[src/vgpc_defines.svh]
`ifndef VGPC_DEFINES_SVH
`define VGPC_DEFINES_SVH

// ----------------------------------------
// Timing, minimum counts and result width
// ----------------------------------------
`define VGPC_CLK_PERIOD_NS 5
`define VGPC_PD_TIME_US 1000
`define VGPC_PD_CYCLES ((`VGPC_PD_TIME_US * 1000) / `VGPC_CLK_PERIOD_NS)
`define VGPC_MCLK_HZ 1000000
`define VGPC_GATE_TIME_MS 100
`define VGPC_GATE_MCLKS ((`VGPC_MCLK_HZ / 1000) * `VGPC_GATE_TIME_MS)
`define VGPC_MIN_COUNTS 4096
`define VGPC_RESULT_BITS 12

// ----------------------------------------
// Rate scale, in tenths of the master clock
// ----------------------------------------
`define VGPC_RATE_MIN 4'h1
`define VGPC_RATE_MAX 4'h9
`define VGPC_RATE_DEN 4'hA

`endif

[src/vgpc_pkg.sv]
package vgpc_pkg;
  typedef enum logic [0:0] {
    VGPC_RUN = 1'b0,
    VGPC_PWRDN = 1'b1
  } vgpc_mode_t;

  typedef enum logic [0:0] {
    VGPC_GATE_OPEN = 1'b0,
    VGPC_GATE_SHUT = 1'b1
  } vgpc_gate_t;
endpackage

[src/vgpc_link_if.sv]
`timescale 1ns/1ps
`default_nettype none
interface vgpc_link_if;
  logic master_clock_in;
  logic inverted_clock_out;
  logic pulse_train_out;
  logic reference_out;
  logic reference_out_oe;

  modport converter (
    input master_clock_in,
    output inverted_clock_out,
    output pulse_train_out,
    output reference_out,
    output reference_out_oe
  );

  modport counter (
    output master_clock_in,
    input inverted_clock_out,
    input pulse_train_out,
    input reference_out,
    input reference_out_oe
  );
endinterface
`default_nettype wire

[src/vgpc_converter.sv]
// Functional notes
// - Clock out is inverted master clock
// - Master clock low 1 ms: power down
// - Power down: reference floats, pulses high
// - Gate from divide-by-GATE_MCLKS counter of master clock
// - Count pulse rising edges while gate high
// - Result may be off by one count
// - Gate gives at least 4096 full-scale counts
// - Full scale rate 0.9 of master clock
// - Gate spans whole interference periods, 100 ms
// - Pulse one high phase, rising-edge aligned
// - Rate 0.1 to 0.9 of master clock
`timescale 1ns/1ps
`default_nettype none
`include "vgpc_defines.svh"
module vgpc_converter #(
  parameter int PD_CYCLES = `VGPC_PD_CYCLES
) (
  input wire logic clock,
  input wire logic rstn,
  input wire logic clock_en,
  input wire logic [3:0] rate_tenths,
  output logic powered_down,
  vgpc_link_if.converter link
);

  // ----------------------------------------
  // Parameter checks
  // ----------------------------------------
  initial
  begin
    if (PD_CYCLES < 2)
    begin
      $error("PD_CYCLES too small");
    end
    if (`VGPC_RATE_MIN < 4'h1)
    begin
      $error("Rate floor must be nonzero");
    end
    if (`VGPC_RATE_MAX >= `VGPC_RATE_DEN)
    begin
      $error("Rate ceiling must stay below scale");
    end
  end

  localparam int CW = $clog2(PD_CYCLES + 1);

  // ----------------------------------------
  // Master clock sampling and idle detect
  // ----------------------------------------
  logic mclk_q;
  logic next_mclk_q;
  logic [CW-1:0] idle_cnt;
  logic [CW-1:0] next_idle_cnt;
  vgpc_pkg::vgpc_mode_t mode;
  vgpc_pkg::vgpc_mode_t next_mode;
  logic pd;
  logic next_pd;

  // ----------------------------------------
  // Pulse generation state
  // ----------------------------------------
  logic clk_out;
  logic next_clk_out;
  logic pulse;
  logic next_pulse;
  logic ref_oe;
  logic next_ref_oe;
  logic [3:0] acc;
  logic [3:0] next_acc;
  logic [3:0] rate;
  logic mclk_rise;
  logic [4:0] sum;

  // ----------------------------------------
  // Rate clamp
  // ----------------------------------------

  always_comb
  begin
    if (rate_tenths < `VGPC_RATE_MIN)
    begin
      rate = `VGPC_RATE_MIN;
    end
    else if (rate_tenths > `VGPC_RATE_MAX)
    begin
      rate = `VGPC_RATE_MAX;
    end
    else
    begin
      rate = rate_tenths;
    end
  end

  // ----------------------------------------
  // Derived terms
  // ----------------------------------------
  assign mclk_rise = link.master_clock_in & ~mclk_q;
  assign sum = {1'b0, acc} + {1'b0, rate};

  // ----------------------------------------
  // Idle detect and mode
  // ----------------------------------------
  always_comb
  begin
    next_mclk_q = link.master_clock_in;
    next_idle_cnt = idle_cnt;
    next_mode = mode;
    if (link.master_clock_in)
    begin
      next_idle_cnt = '0;
      next_mode = vgpc_pkg::VGPC_RUN;
    end
    else if (idle_cnt < CW'(PD_CYCLES))
    begin
      next_idle_cnt = idle_cnt + CW'(1);
    end
    else
    begin
      next_mode = vgpc_pkg::VGPC_PWRDN;
    end
    next_pd = (next_mode == vgpc_pkg::VGPC_PWRDN);
  end

  always_ff @(posedge clock)
  begin
    if (!rstn)
    begin
      mclk_q <= 1'b0;
      idle_cnt <= '0;
      mode <= vgpc_pkg::VGPC_RUN;
      pd <= 1'b0;
    end
    else if (clock_en)
    begin
      mclk_q <= next_mclk_q;
      idle_cnt <= next_idle_cnt;
      mode <= next_mode;
      pd <= next_pd;
    end
  end

  // ----------------------------------------
  // Pulse train, clock out, reference enable
  // ----------------------------------------
  always_comb
  begin
    next_clk_out = ~link.master_clock_in;
    next_pulse = pulse;
    next_acc = acc;
    next_ref_oe = ref_oe;
    case (next_mode)
      vgpc_pkg::VGPC_PWRDN:
      begin
        next_pulse = 1'b1;
        next_ref_oe = 1'b0;
        next_acc = '0;
      end
      vgpc_pkg::VGPC_RUN:
      begin
        next_ref_oe = 1'b1;
        if (mclk_rise)
        begin
          if (sum >= {1'b0, `VGPC_RATE_DEN})
          begin
            next_acc = 4'(sum - {1'b0, `VGPC_RATE_DEN});
            next_pulse = 1'b1;
          end
          else
          begin
            next_acc = sum[3:0];
            next_pulse = 1'b0;
          end
        end
        else if (!link.master_clock_in)
        begin
          next_pulse = 1'b0;
        end
      end
      default:
      begin
        next_pulse = 1'b1;
      end
    endcase
  end

  always_ff @(posedge clock)
  begin
    if (!rstn)
    begin
      clk_out <= 1'b1;
      pulse <= 1'b0;
      acc <= 4'h0;
      ref_oe <= 1'b0;
    end
    else if (clock_en)
    begin
      clk_out <= next_clk_out;
      pulse <= next_pulse;
      acc <= next_acc;
      ref_oe <= next_ref_oe;
    end
  end

  // ----------------------------------------
  // Link outputs and power-down flag
  // ----------------------------------------
  assign link.inverted_clock_out = clk_out;
  assign link.pulse_train_out = pulse;
  assign link.reference_out = 1'b1;
  assign link.reference_out_oe = ref_oe;
  assign powered_down = pd;

endmodule
`default_nettype wire

[src/flat_wrapper.sv]
// flat-port wrapper written by rule: the top's interface ports become plain ports
module vgpc_converter_flat 
#(
  parameter int PD_CYCLES = `VGPC_PD_CYCLES
)
  (clock, rstn, clock_en, rate_tenths, powered_down, link_master_clock_in, link_inverted_clock_out, link_pulse_train_out, link_reference_out, link_reference_out_oe);
  vgpc_link_if link_i ();
  input wire logic clock;
  input wire logic rstn;
  input wire logic clock_en;
  input wire logic [3:0] rate_tenths;
  output logic powered_down;
  input wire logic [$bits(link_i.master_clock_in)-1:0] link_master_clock_in;
  output wire logic [$bits(link_i.inverted_clock_out)-1:0] link_inverted_clock_out;
  output wire logic [$bits(link_i.pulse_train_out)-1:0] link_pulse_train_out;
  output wire logic [$bits(link_i.reference_out)-1:0] link_reference_out;
  output wire logic [$bits(link_i.reference_out_oe)-1:0] link_reference_out_oe;
  assign link_i.master_clock_in = link_master_clock_in;
  assign link_inverted_clock_out = link_i.inverted_clock_out;
  assign link_pulse_train_out = link_i.pulse_train_out;
  assign link_reference_out = link_i.reference_out;
  assign link_reference_out_oe = link_i.reference_out_oe;
  vgpc_converter #(.PD_CYCLES(PD_CYCLES)) u_core (.clock(clock), .rstn(rstn), .clock_en(clock_en), .rate_tenths(rate_tenths), .powered_down(powered_down), .link(link_i));
endmodule
[config.mk]
export PLATFORM = sky130hd
export DESIGN_NAME = vgpc_converter_flat
export DESIGN_NICKNAME = d
export VERILOG_FILES = /design/src/vgpc_pkg.sv /design/src/vgpc_link_if.sv /design/src/vgpc_converter.sv /design/src/flat_wrapper.sv
export VERILOG_INCLUDE_DIRS = /design/src
export SDC_FILE = /design/constraint.sdc
export NUM_CORES = 1
export LEC_CHECK = 0
export ABC_AREA = 1
export BUFFER_PORTS_ARGS = -buffer_cell sky130_fd_sc_hd__buf_2
export CORE_UTILIZATION = 45
export DETAILED_ROUTE_END_ITERATION = 8
export GPL_ROUTABILITY_DRIVEN = 0
export MAX_ROUTING_LAYER = met4
export PLACE_DENSITY_LB_ADDON = 0.15
export RECOVER_POWER = 25
export SYNTH_ARGS = -nofsm -noshare
export SYNTH_HDL_FRONTEND = slang
export SYNTH_SLANG_ARGS = --single-unit
[constraint.sdc]
create_clock -name clock -period 2.8 [get_ports clock]
set_input_delay 0.42 -clock clock [delete_from_list [all_inputs] [get_ports clock]]
set_output_delay 0.42 -clock clock [all_outputs]
set_load 0.02 [all_outputs]
==> impl_metrics.json, run 1 <==
{
  "drive_gt1_frac": 0.0727,
  "initial_utilization": 0.466,
  "syn_nets": 280,
  "cts_resized": 0,
  "holdCritPathClass": "input port to flop",
  "path_class": "input port to flop",
  "die_area_mm2": 0.00404,
  "clk_pin_slew_ns": 0.10,
  "yosysUniqueCellTypes": 30,
  "grt_antenna_before_repair": 0,
  "tns_ns": 0,
  "maxCapViolCount": 0,
  "grt.busiest_layer": "met2",
  "leakage_nw": 0.750,
  "yosysSeqAreaShare": 0.317,
  "num_vias": 1638,
  "finalSetupViolations": 0,
  "synthSimpleGateAreaFrac": 0.405,
  "critPathCaptureType": "flop",
  "clk_latency_ns": 0.28,
  "postCtsSetupBuffers": 0,
  "clock_path_buffers": 2,
  "muxShareOfSynthArea": 0,
  "fmax_mhz": 436,
  "synth_top_area_cell": "dfxtp_1",
  "worst_path_max_delay_cell": "fa_1",
  "outcome": "finished, final reports clean",
  "max_stage_delay_ns": 0.40,
  "cts_made_buffers": 3,
  "slew_headroom": 0.661,
  "place_area_mm2": 0.00178,
  "hold_viol_final": 0,
  "synth_area_mm2": 0.00171,
  "n_fill_cell": 383,
  "track_usage": 0.205,
  "htree_levels": 1,
  "worst_hold_slack_ns": 0.387,
  "ys_seq_elements": 27,
  "grt_pass1_wl_mm": 6.42,
  "nNetsFinal": 291,
  "final_util": 0.497,
  "synth_compound_area_frac": 0.107,
  "grt-ovfl-total": 0,
  "cp-start-kind": "input port",
  "grt_use_met1": 0.261,
  "grt_max_degree": 17,
  "io_buffers": 11,
  "synth_xor_area_frac": 0.0205,
  "rsz0062_at_grt": "false",
  "ant_nets": 0,
  "drt-total-wl_mm": 3.53,
  "final_cells": 323,
  "wl_per_cell_um": 10.9,
  "synth-adder-area-share": 0.0557,
  "power_uw": 762,
  "via_per_inst": 5.07,
  "required_ns": 3.01,
  "netlist.area_leader.share": 0.317,
  "dpl.hpwl_mm": 2.68,
  "areaGrowthSynthToFinish_pct": 6.52,
  "critPathArrivalTime_ns": 2.50,
  "cp_top_family": "adder cells",
  "die_h_um": 63.6,
  "cts_root_buf": "clkbuf_8",
  "finalCritPeriodShare": 0.819,
  "final_cell_area_mm2": 0.00182,
  "antenna_cells": 0,
  "postSynthAreaPerCell_um2": 6.44,
  "ys_top_cells_by_area": "dfxtp_1, nand2_1, nor2_1, nand3_1, a21oi_1",
  "max_slew.worst_pin.slew_ns": 0.504,
  "power_density_mw_per_mm2": 419,
  "ctsHoldBuffers": 0,
  "synthCells": 265,
  "crit_path_cell_trace": "buf_2 -> nor2_1 -> nor2_1 -> nor2_1 -> nand2_1 -> ha_1 -> fa_1 -> xnor2_1 -> ha_1 -> nand2_1 -> nand2_1 -> nand2_1 -> nand2_1 -> nand3_1 -> a21oi_1",
  "slew_viol_final": 0,
  "die_w_um": 63.6,
  "crit_fanout": 3,
  "drt_first_iter_violations": 52,
  "crit_buf_inv": 1,
  "grt_pass1_vias": 1507,
  "crit_top_cell": "nand2_1",
  "clock_sinks": 27,
  "rows": 22,
  "min_period_ns": 2.29,
  "layout_setup_ws_ns": 0.507,
  "place_ws_ns": 0.226,
  "synth_top_family_by_area": "simple AND/OR/NAND/NOR gates",
  "ys_warn_count": 0,
  "fin_skew_ns": 0.00562,
  "tritoncts": "done",
  "drtPass1Iterations": 4,
  "core_mm2": 0.00366,
  "io_pins": 13,
  "drc": 0,
  "met3_usage": 0.0272,
  "ir_worst_vdd_v": 0.000266,
  "use_met2": 0.338,
  "place_inst": 319
}
-- worst paths after layout --
kind | to | depth (start not counted) | slack (ns) | startpoint
max | u_core.acc[1] | 15 | 0.51 | rate_tenths[2]
min | u_core.link.inverted_clock_out | 2 | 0.39 | rstn
max reg2reg | u_core.acc[1] | 10 | 0.75 | u_core.acc[0]
min reg2reg | u_core.acc[3] | 2 | 0.47 | u_core.acc[3]
-- cells in the mapped netlist --
library cell / number
a21boi_0: 1
a21o_1: 1
a21oi_1: 21
a21oi_2: 1
and2_1: 1
buf_4: 4
buf_6: 2
clkinv_1: 1
conb_1: 1
dfxtp_1: 27
fa_1: 1
ha_1: 6
inv_1: 27
nand2_1: 75
nand2_2: 5
nand3_1: 24
nand3_2: 1
nand3b_1: 1
nand4_1: 9
nor2_1: 36
nor2_2: 1
nor3_1: 5
nor4_1: 1
o211ai_1: 1
o21ai_0: 4
o21bai_1: 2
o21bai_2: 1
or2_2: 1
xnor2_1: 1
xor2_1: 3
-- power breakdown --
part / internal, mW / switching, mW
sequential: 0.394 / 0.00785
combinational: 0.0453 / 0.0811
clock: 0.101 / 0.132
-- registers in the layout, summed over array words and instances (netlist names) --
| name | count |
|---|---|
| u_core.idle_cnt | 18 |
| u_core.acc | 4 |
| u_core.link.inverted_clock_out | 1 |
| u_core.link.pulse_train_out | 1 |
| u_core.link.reference_out_oe | 1 |
| u_core.mclk_q | 1 |
| u_core.mode | 1 |
-- placed cells by master, fill, tap and decap left out --
cell type,count
nand2_1,75
nor2_1,36
inv_1,27
dfxtp_1,27
nand3_1,24
a21oi_1,21
nand4_1,9
ha_1,6
clkbuf_1,6
nor3_1,5
nand2_2,5
buf_2,5
o21ai_0,4
xor2_1,3
clkbuf_8,3
o21bai_1,2
xnor2_1,1
nor2_2,1
nor4_1,1
nand3b_1,1
nand3_2,1
o21bai_2,1
a21boi_0,1
clkinv_1,1
a21o_1,1
or2_2,1
a21oi_2,1
and2_1,1
o211ai_1,1
fa_1,1
conb_1,1
clkinvlp_4,1
buf_4,1
-- area by class of cell --
type                       count  area [um2]  share of cell area
inverter                      28         105              0.0578
clock buffer                   3        41.3              0.0227
tap                           48        60.1              0.0330
multi-input combinational    204        1010               0.555
clock inverter                 1        7.51             0.00413
timing repair buffer          12        55.1              0.0303
sequential                    27         541               0.297
-- worst register-to-register path: stages, from the launching register on --
cell	delay [ns]
dfxtp_1	0.33
ha_1	0.23
fa_1	0.41
xnor2_1	0.27
ha_1	0.24
nand2_1	0.06
nand2_1	0.09
nand2_1	0.09
nand2_1	0.08
nand3_1	0.06
a21oi_1	0.13
-- per-layer routing --
layer  share of wire  routed length (um)
met4          0.0088                  31
met1            0.52                1840
met5               0                   0
met3           0.028                  98
met2            0.44                1560
-- cell families (layout without fill, tap and decap cells) --
group | Yosys count | after routing
buffers and inverters | 34 | 44
XOR/XNOR | 4 | 4
AO/OA/AOI/OAI | 32 | 32
other | 1 | 1
adder cells (fa/ha/maj) | 7 | 7
flip-flops | 27 | 27
AND/OR/NAND/NOR | 160 | 160
Power figures use the tool's default switching activity.
==> inputs of run 2 (changes only) <==
Clock period 2.8 ns to 2 ns, I/O delays scaled along.
==> run 2 against run 1 <==
Non-clock buffer count up 8; clock skew is 0.0025 ns lower; global-route usage is 0.95 points lower; utilization is 3.2 points higher; final cell count increased by 2.5%; via count is 1.4% higher; register-to-register slack lost 0.58 ns; setup slack lost 0.42 ns; worst hold slack worse by 0.14 ns; sequential power up 40%; largest cell class unchanged; largest power group unchanged.
==> impl_metrics.json, run 2 (synthesis results as in run 1) <==
{
  "slew_viol_final": 0,
  "hp-start": "rstn",
  "track_usage": 0.196,
  "drc": 0,
  "clock_path_buffers": 2,
  "cp-start-kind": "input port",
  "nNetsFinal": 299,
  "die_w_um": 63.6,
  "io_buffers": 11,
  "cts_root_buf": "clkbuf_8",
  "clk_pin_slew_ns": 0.10,
  "finalSetupViolations": 0,
  "layout_setup_ws_ns": 0.0860,
  "place_ws_ns": -0.252,
  "holdCritPathClass": "input port to flop",
  "path_class": "input port to flop",
  "initial_utilization": 0.466,
  "holdPathStages": 2,
  "required_ns": 2.22,
  "finalCritPeriodShare": 0.957,
  "final_common_cell": "nand2_1",
  "min_to": "u_core.link.inverted_clock_out",
  "maxCapViolCount": 0,
  "tns_ns": 0,
  "power_density_mw_per_mm2": 584,
  "grt_max_degree": 17,
  "max_slew.worst_pin.slew_ns": 0.720,
  "drt_first_iter_violations": 48,
  "htree_levels": 1,
  "rows": 22,
  "ant_nets": 0,
  "r2r-end": "u_core.acc[2]",
  "grt_pass1_wl_mm": 6.16,
  "max_stage_delay_ns": 0.36,
  "crit_buf_inv": 1,
  "core_mm2": 0.00366,
  "critPathCaptureType": "flop",
  "reg2reg_slack_ns": 0.17,
  "grt_antenna_before_repair": 0,
  "top_register": "u_core.idle_cnt",
  "via_per_inst": 5.02,
  "slew_headroom": 0.520,
  "clk_latency_ns": 0.28,
  "num_vias": 1661,
  "place_inst": 324,
  "leakage_nw": 0.813,
  "drtPass1Iterations": 4,
  "worst_path_max_delay_cell": "fa_2",
  "crit_path_cell_trace": "buf_6 -> nor2_4 -> nor2_2 -> nor2_1 -> nand2_1 -> ha_2 -> fa_2 -> xnor2_2 -> ha_4 -> nand2_2 -> nand2_2 -> nand2_2 -> nand2_1 -> nand3_1 -> a21oi_1",
  "rsz0062_at_grt": "true",
  "final_cell_mix": "nand2_1, nor2_1, dfxtp_1",
  "die_h_um": 63.6,
  "drive_gt1_frac": 0.138,
  "critPathArrivalTime_ns": 2.14,
  "rr_startpoint": "u_core.acc[0]",
  "cts_made_buffers": 3,
  "die_area_mm2": 0.00404,
  "largest_reg_flops": 18,
  "final_cells": 331,
  "grt-ovfl-total": 0,
  "wl_per_cell_um": 11.0,
  "fmax_mhz": 522,
  "cp_top_family": "adder cells",
  "n_fill_cell": 384,
  "dpl.hpwl_mm": 2.74,
  "areaGrowthSynthToFinish_pct": 13.4,
  "clock_sinks": 27,
  "worst_hold_slack_ns": 0.244,
  "drt-total-wl_mm": 3.65,
  "critPathLaunch": "rate_tenths[2]",
  "crit_fanout": 3,
  "io_pins": 13,
  "hold_viol_final": 0,
  "antenna_cells": 0,
  "outcome": "finished, final reports clean",
  "grt_pass1_vias": 1460,
  "crit_top_cell": "nand2_2",
  "reg2reg_depth": 10,
  "tritoncts": "done",
  "fin_skew_ns": 0.00313,
  "largestRegisters": "u_core.idle_cnt x18, u_core.acc x4",
  "min_period_ns": 1.91,
  "ir_worst_vdd_v": 0.000315
}
run 2: layer usage:
metal | GRT usage | up-vias | part of all wire
li1 | - | 894 | -
met1 | 0.257 | 742 | 0.52
met2 | 0.310 | 20 | 0.44
met5 | - | - | 0
met3 | 0.0217 | 5 | 0.024
met4 | 0.0682 | 0 | 0.013
run 2: power breakdown:
group	switching (mW)	total, mW	internal (mW)	leakage, nW
clock network	0.190	0.330	0.140	0.0255
registers	0.0117	0.563	0.552	0.219
logic	0.132	0.236	0.104	0.568
total	0.333	1.13	0.796	0.813
run 2: what timing repair did:
action | CTS | global route
buffers inserted | 0 | 3
hold buffers | 0 | 0
gates resized for setup | 0 | 12
setup endpoints to repair | 0 | 4
run 2: stage by stage:
| stage | utilization | instance area, um2 | power, mW |
|---|---|---|---|
| 2_1_floorplan | - | 1720 | 0.724 |
| 3_3_place_gp | 0.500 | 1830 | 0.773 |
| 3_5_place_dp | 0.500 | 1830 | 0.772 |
| 4_1_cts | 0.513 | 1880 | 1.09 |
| 5_1_grt | 0.529 | 1940 | 1.19 |
| 6_report | 0.529 | 1940 | 1.13 |
run 2: layout make-up:
| type | instances | area (um2) | share of cell area |
|---|---|---|---|
| clock buffer | 3 | 41.3 | 0.0213 |
| clock inverter | 1 | 5.00 | 0.00259 |
| timing repair buffer | 20 | 133 | 0.0685 |
| sequential | 27 | 541 | 0.279 |
| inverter | 28 | 105 | 0.0543 |
| tap | 48 | 60.1 | 0.0310 |
| multi-input combinational | 204 | 1050 | 0.543 |
run 2: how the worst max path moves through the flow:
stage | endpoint | slack [ns] | cells past startpoint
6_report | u_core.acc[2] | 0.09 | 15
3_5_place_dp | u_core.acc[2] | -0.25 | 15
2_1_floorplan | u_core.acc[1] | 0.005 | 14
3_3_place_gp | u_core.acc[1] | -0.20 | 15
4_1_cts | u_core.acc[2] | 0.04 | 15
5_1_grt | u_core.acc[2] | -0.07 | 15
==> inputs of run 3 (changes only) <==
Settings changed: ABC_AREA 1 to not set.
==> run 3 against run 2 <==
The run now ends with negative setup slack left; worst hold slack worse by 0.0033 ns; utilization increased by 6.9 points; via count is 17% lower; sequential power barely moved; routed wire length down 6.3%; cell area decreased by 2.7%; register-to-register slack worse by 0.23 ns; sequential cell count did not move; final cell count shrank 25%; critical endpoint unchanged.
==> impl_metrics.json, run 3 <==
{
  "outcome": "complete, but fails checks",
  "violations": "negative setup slack",
  "clock_path_buffers": 2,
  "cts_root_buf": "clkbuf_4",
  "ctsHoldBuffers": 0,
  "areaGrowthSynthToFinish_pct": 22.6,
  "ys_top_cells_by_area": "dfxtp_1, a21oi_1, ha_1, o21ai_0, xor2_1",
  "tritoncts": "done",
  "num_vias": 1375,
  "synth_compound_area_frac": 0.260,
  "dpl.hpwl_mm": 2.42,
  "yosysSeqAreaShare": 0.352,
  "core_mm2": 0.00315,
  "io_pins": 13,
  "io_buffers": 11,
  "synth_ff_type": "dfxtp_1",
  "min_period_ns": 2.32,
  "finalCritPeriodShare": 1.16,
  "place_area_mm2": 0.00173,
  "cp-start-kind": "input port",
  "drive_gt1_frac": 0.211,
  "htree_levels": 1,
  "synthTopCellsByCount": "dfxtp_1, a21oi_1, o21ai_0, nor2_1, nand2_1",
  "synth_enable_flop_cells": 0,
  "track_usage": 0.212,
  "synthCells": 179,
  "wl_per_cell_um": 13.8,
  "synth_xor_area_frac": 0.0399,
  "fin_skew_ns": 0.0109,
  "drt_first_iter_violations": 31,
  "netlist.area_leader.share": 0.352,
  "largestRegisters": "u_core.idle_cnt x18, u_core.acc x4",
  "leakage_nw": 0.666,
  "cts_made_buffers": 3,
  "hold_viol_final": 0,
  "holdCritPathClass": "input port to flop",
  "muxShareOfSynthArea": 0.0195,
  "drt-total-wl_mm": 3.42,
  "ant_nets": 0,
  "power_density_mw_per_mm2": 575,
  "layout_setup_ws_ns": -0.317,
  "synth-adder-area-share": 0.0619,
  "ys_seq_elements": 27,
  "fmax_mhz": 432,
  "final_cells": 248,
  "die_w_um": 60.4,
  "antenna_cells": 0,
  "ys_warn_count": 0,
  "final_cell_mix": "dfxtp_1, buf_4, a21oi_1",
  "die_h_um": 60.4,
  "critPathArrivalTime_ns": 2.59,
  "yosysMostFrequentCell": "dfxtp_1",
  "critPathCaptureType": "flop",
  "drc": 0,
  "grt_max_degree": 16,
  "place_ws_ns": -0.746,
  "postSynth.asyncResetShare": 0,
  "grt-ovfl-total": 0,
  "crit_fanout": 5,
  "top_register": "u_core.idle_cnt",
  "clock_sinks": 27,
  "grt_antenna_before_repair": 0,
  "via_per_inst": 5.54,
  "tns_ns": -1.19,
  "syn_nets": 194,
  "n_fill_cell": 276,
  "final_cell_area_mm2": 0.00188,
  "max_slew.worst_pin.slew_ns": 0.665,
  "ir_worst_vdd_v": 0.000419,
  "nNetsFinal": 220,
  "required_ns": 2.27,
  "synthSimpleGateAreaFrac": 0.222,
  "drtPass1Iterations": 4,
  "path_class": "input port to flop",
  "largest_reg_flops": 18,
  "die_area_mm2": 0.00365,
  "final_common_cell": "dfxtp_1",
  "place_inst": 236,
  "slew_headroom": 0.556,
  "clk_latency_ns": 0.31,
  "maxCapViolCount": 0,
  "synth_top_family_by_area": "compound AO/OA/AOI/OAI gates",
  "finalSetupViolations": 4,
  "rsz0062_at_grt": "true",
  "synth_top_area_cell": "dfxtp_1",
  "initial_utilization": 0.487,
  "clk_pin_slew_ns": 0.14,
  "yosysUniqueCellTypes": 45,
  "postSynthAreaPerCell_um2": 8.58,
  "slew_viol_final": 0,
  "power_mw": 1.08,
  "grt_pass1_wl_mm": 5.71,
  "synth_area_mm2": 0.00154,
  "rows": 20,
  "grt_pass1_vias": 1293
}
## run 3: changes by cell type after synthesis, sizes merged, moves of 6 or more
cell	delta
a21oi	-7
inv	-18
nand2	-68
nand3	-22
nand4	-8
nor2	-24
o21ai	+11
or3	+6
## run 3: layout make-up
class	instances	area [um2]	share of cell area
flip-flops and latches	27	541	0.287
well taps	44	55.1	0.0292
inverters	9	33.8	0.0179
clock buffers	4	26.3	0.0140
multi-input cells	136	1020	0.543
repair buffers	28	205	0.109
## run 3: logic make-up after synthesis
kind of cell             Yosys count
AND/OR/NAND/NOR                   61
other                              1
flip-flops                        27
multiplexers                       3
AO/OA/AOI/OAI                     57
adder cells (fa/ha/maj)            7
XOR/XNOR                           7
buffers and inverters             16
## run 3: critical path, stage by stage
cell and delay [ns]:
buf_8 0.10, o21ai_2 0.13, or3b_4 0.40, ha_4 0.17
fa_2 0.38, xor2_2 0.18, inv_2 0.08, ha_4 0.16
o221ai_4 0.10, a31oi_4 0.21, mux2i_1 0.23, a22o_1 0.14
## run 3: final timing paths
check | start | endpoint | slack [ns] | cells past startpoint
setup / recovery | rate_tenths[2] | u_core.acc[2] | -0.32 | 12
hold / removal | rstn | u_core.link.inverted_clock_out | 0.24 | 2
setup reg to reg | u_core.acc[0] | u_core.acc[2] | -0.06 | 9
hold reg to reg | u_core.idle_cnt[17] | u_core.idle_cnt[17] | 0.47 | 2
## run 3: timing repair
item	in CTS	in global routing
endpoints found under the setup margin	4	6
pin swaps	4	2
setup buffers	2	6
gates resized for setup	8	1
cloned	0	0
## run 3: per-layer routing
metal | vias to the layer above | share of wire | GRT usage | wire [um]
li1 | 710 | - | - | -
met1 | 646 | 0.47 | 0.280 | 1610
met2 | 17 | 0.50 | 0.347 | 1710
met3 | 2 | 0.024 | 0.0277 | 82
met4 | 0 | 0.0061 | 0.0455 | 21
met5 | - | 0 | - | 0
## run 3: power breakdown
part	total, mW	switching, mW	internal [mW]
sequential	0.563	0.0106	0.552
clock	0.226	0.148	0.0778
combinational	0.294	0.144	0.150
## run 3: stage by stage
stage          utilization  hold slack [ns]
4_1_cts              0.580            0.231
2_1_floorplan            -            0.426
3_5_place_dp         0.550            0.440
3_3_place_gp         0.550            0.437
5_1_grt              0.597            0.232
6_report             0.597            0.241
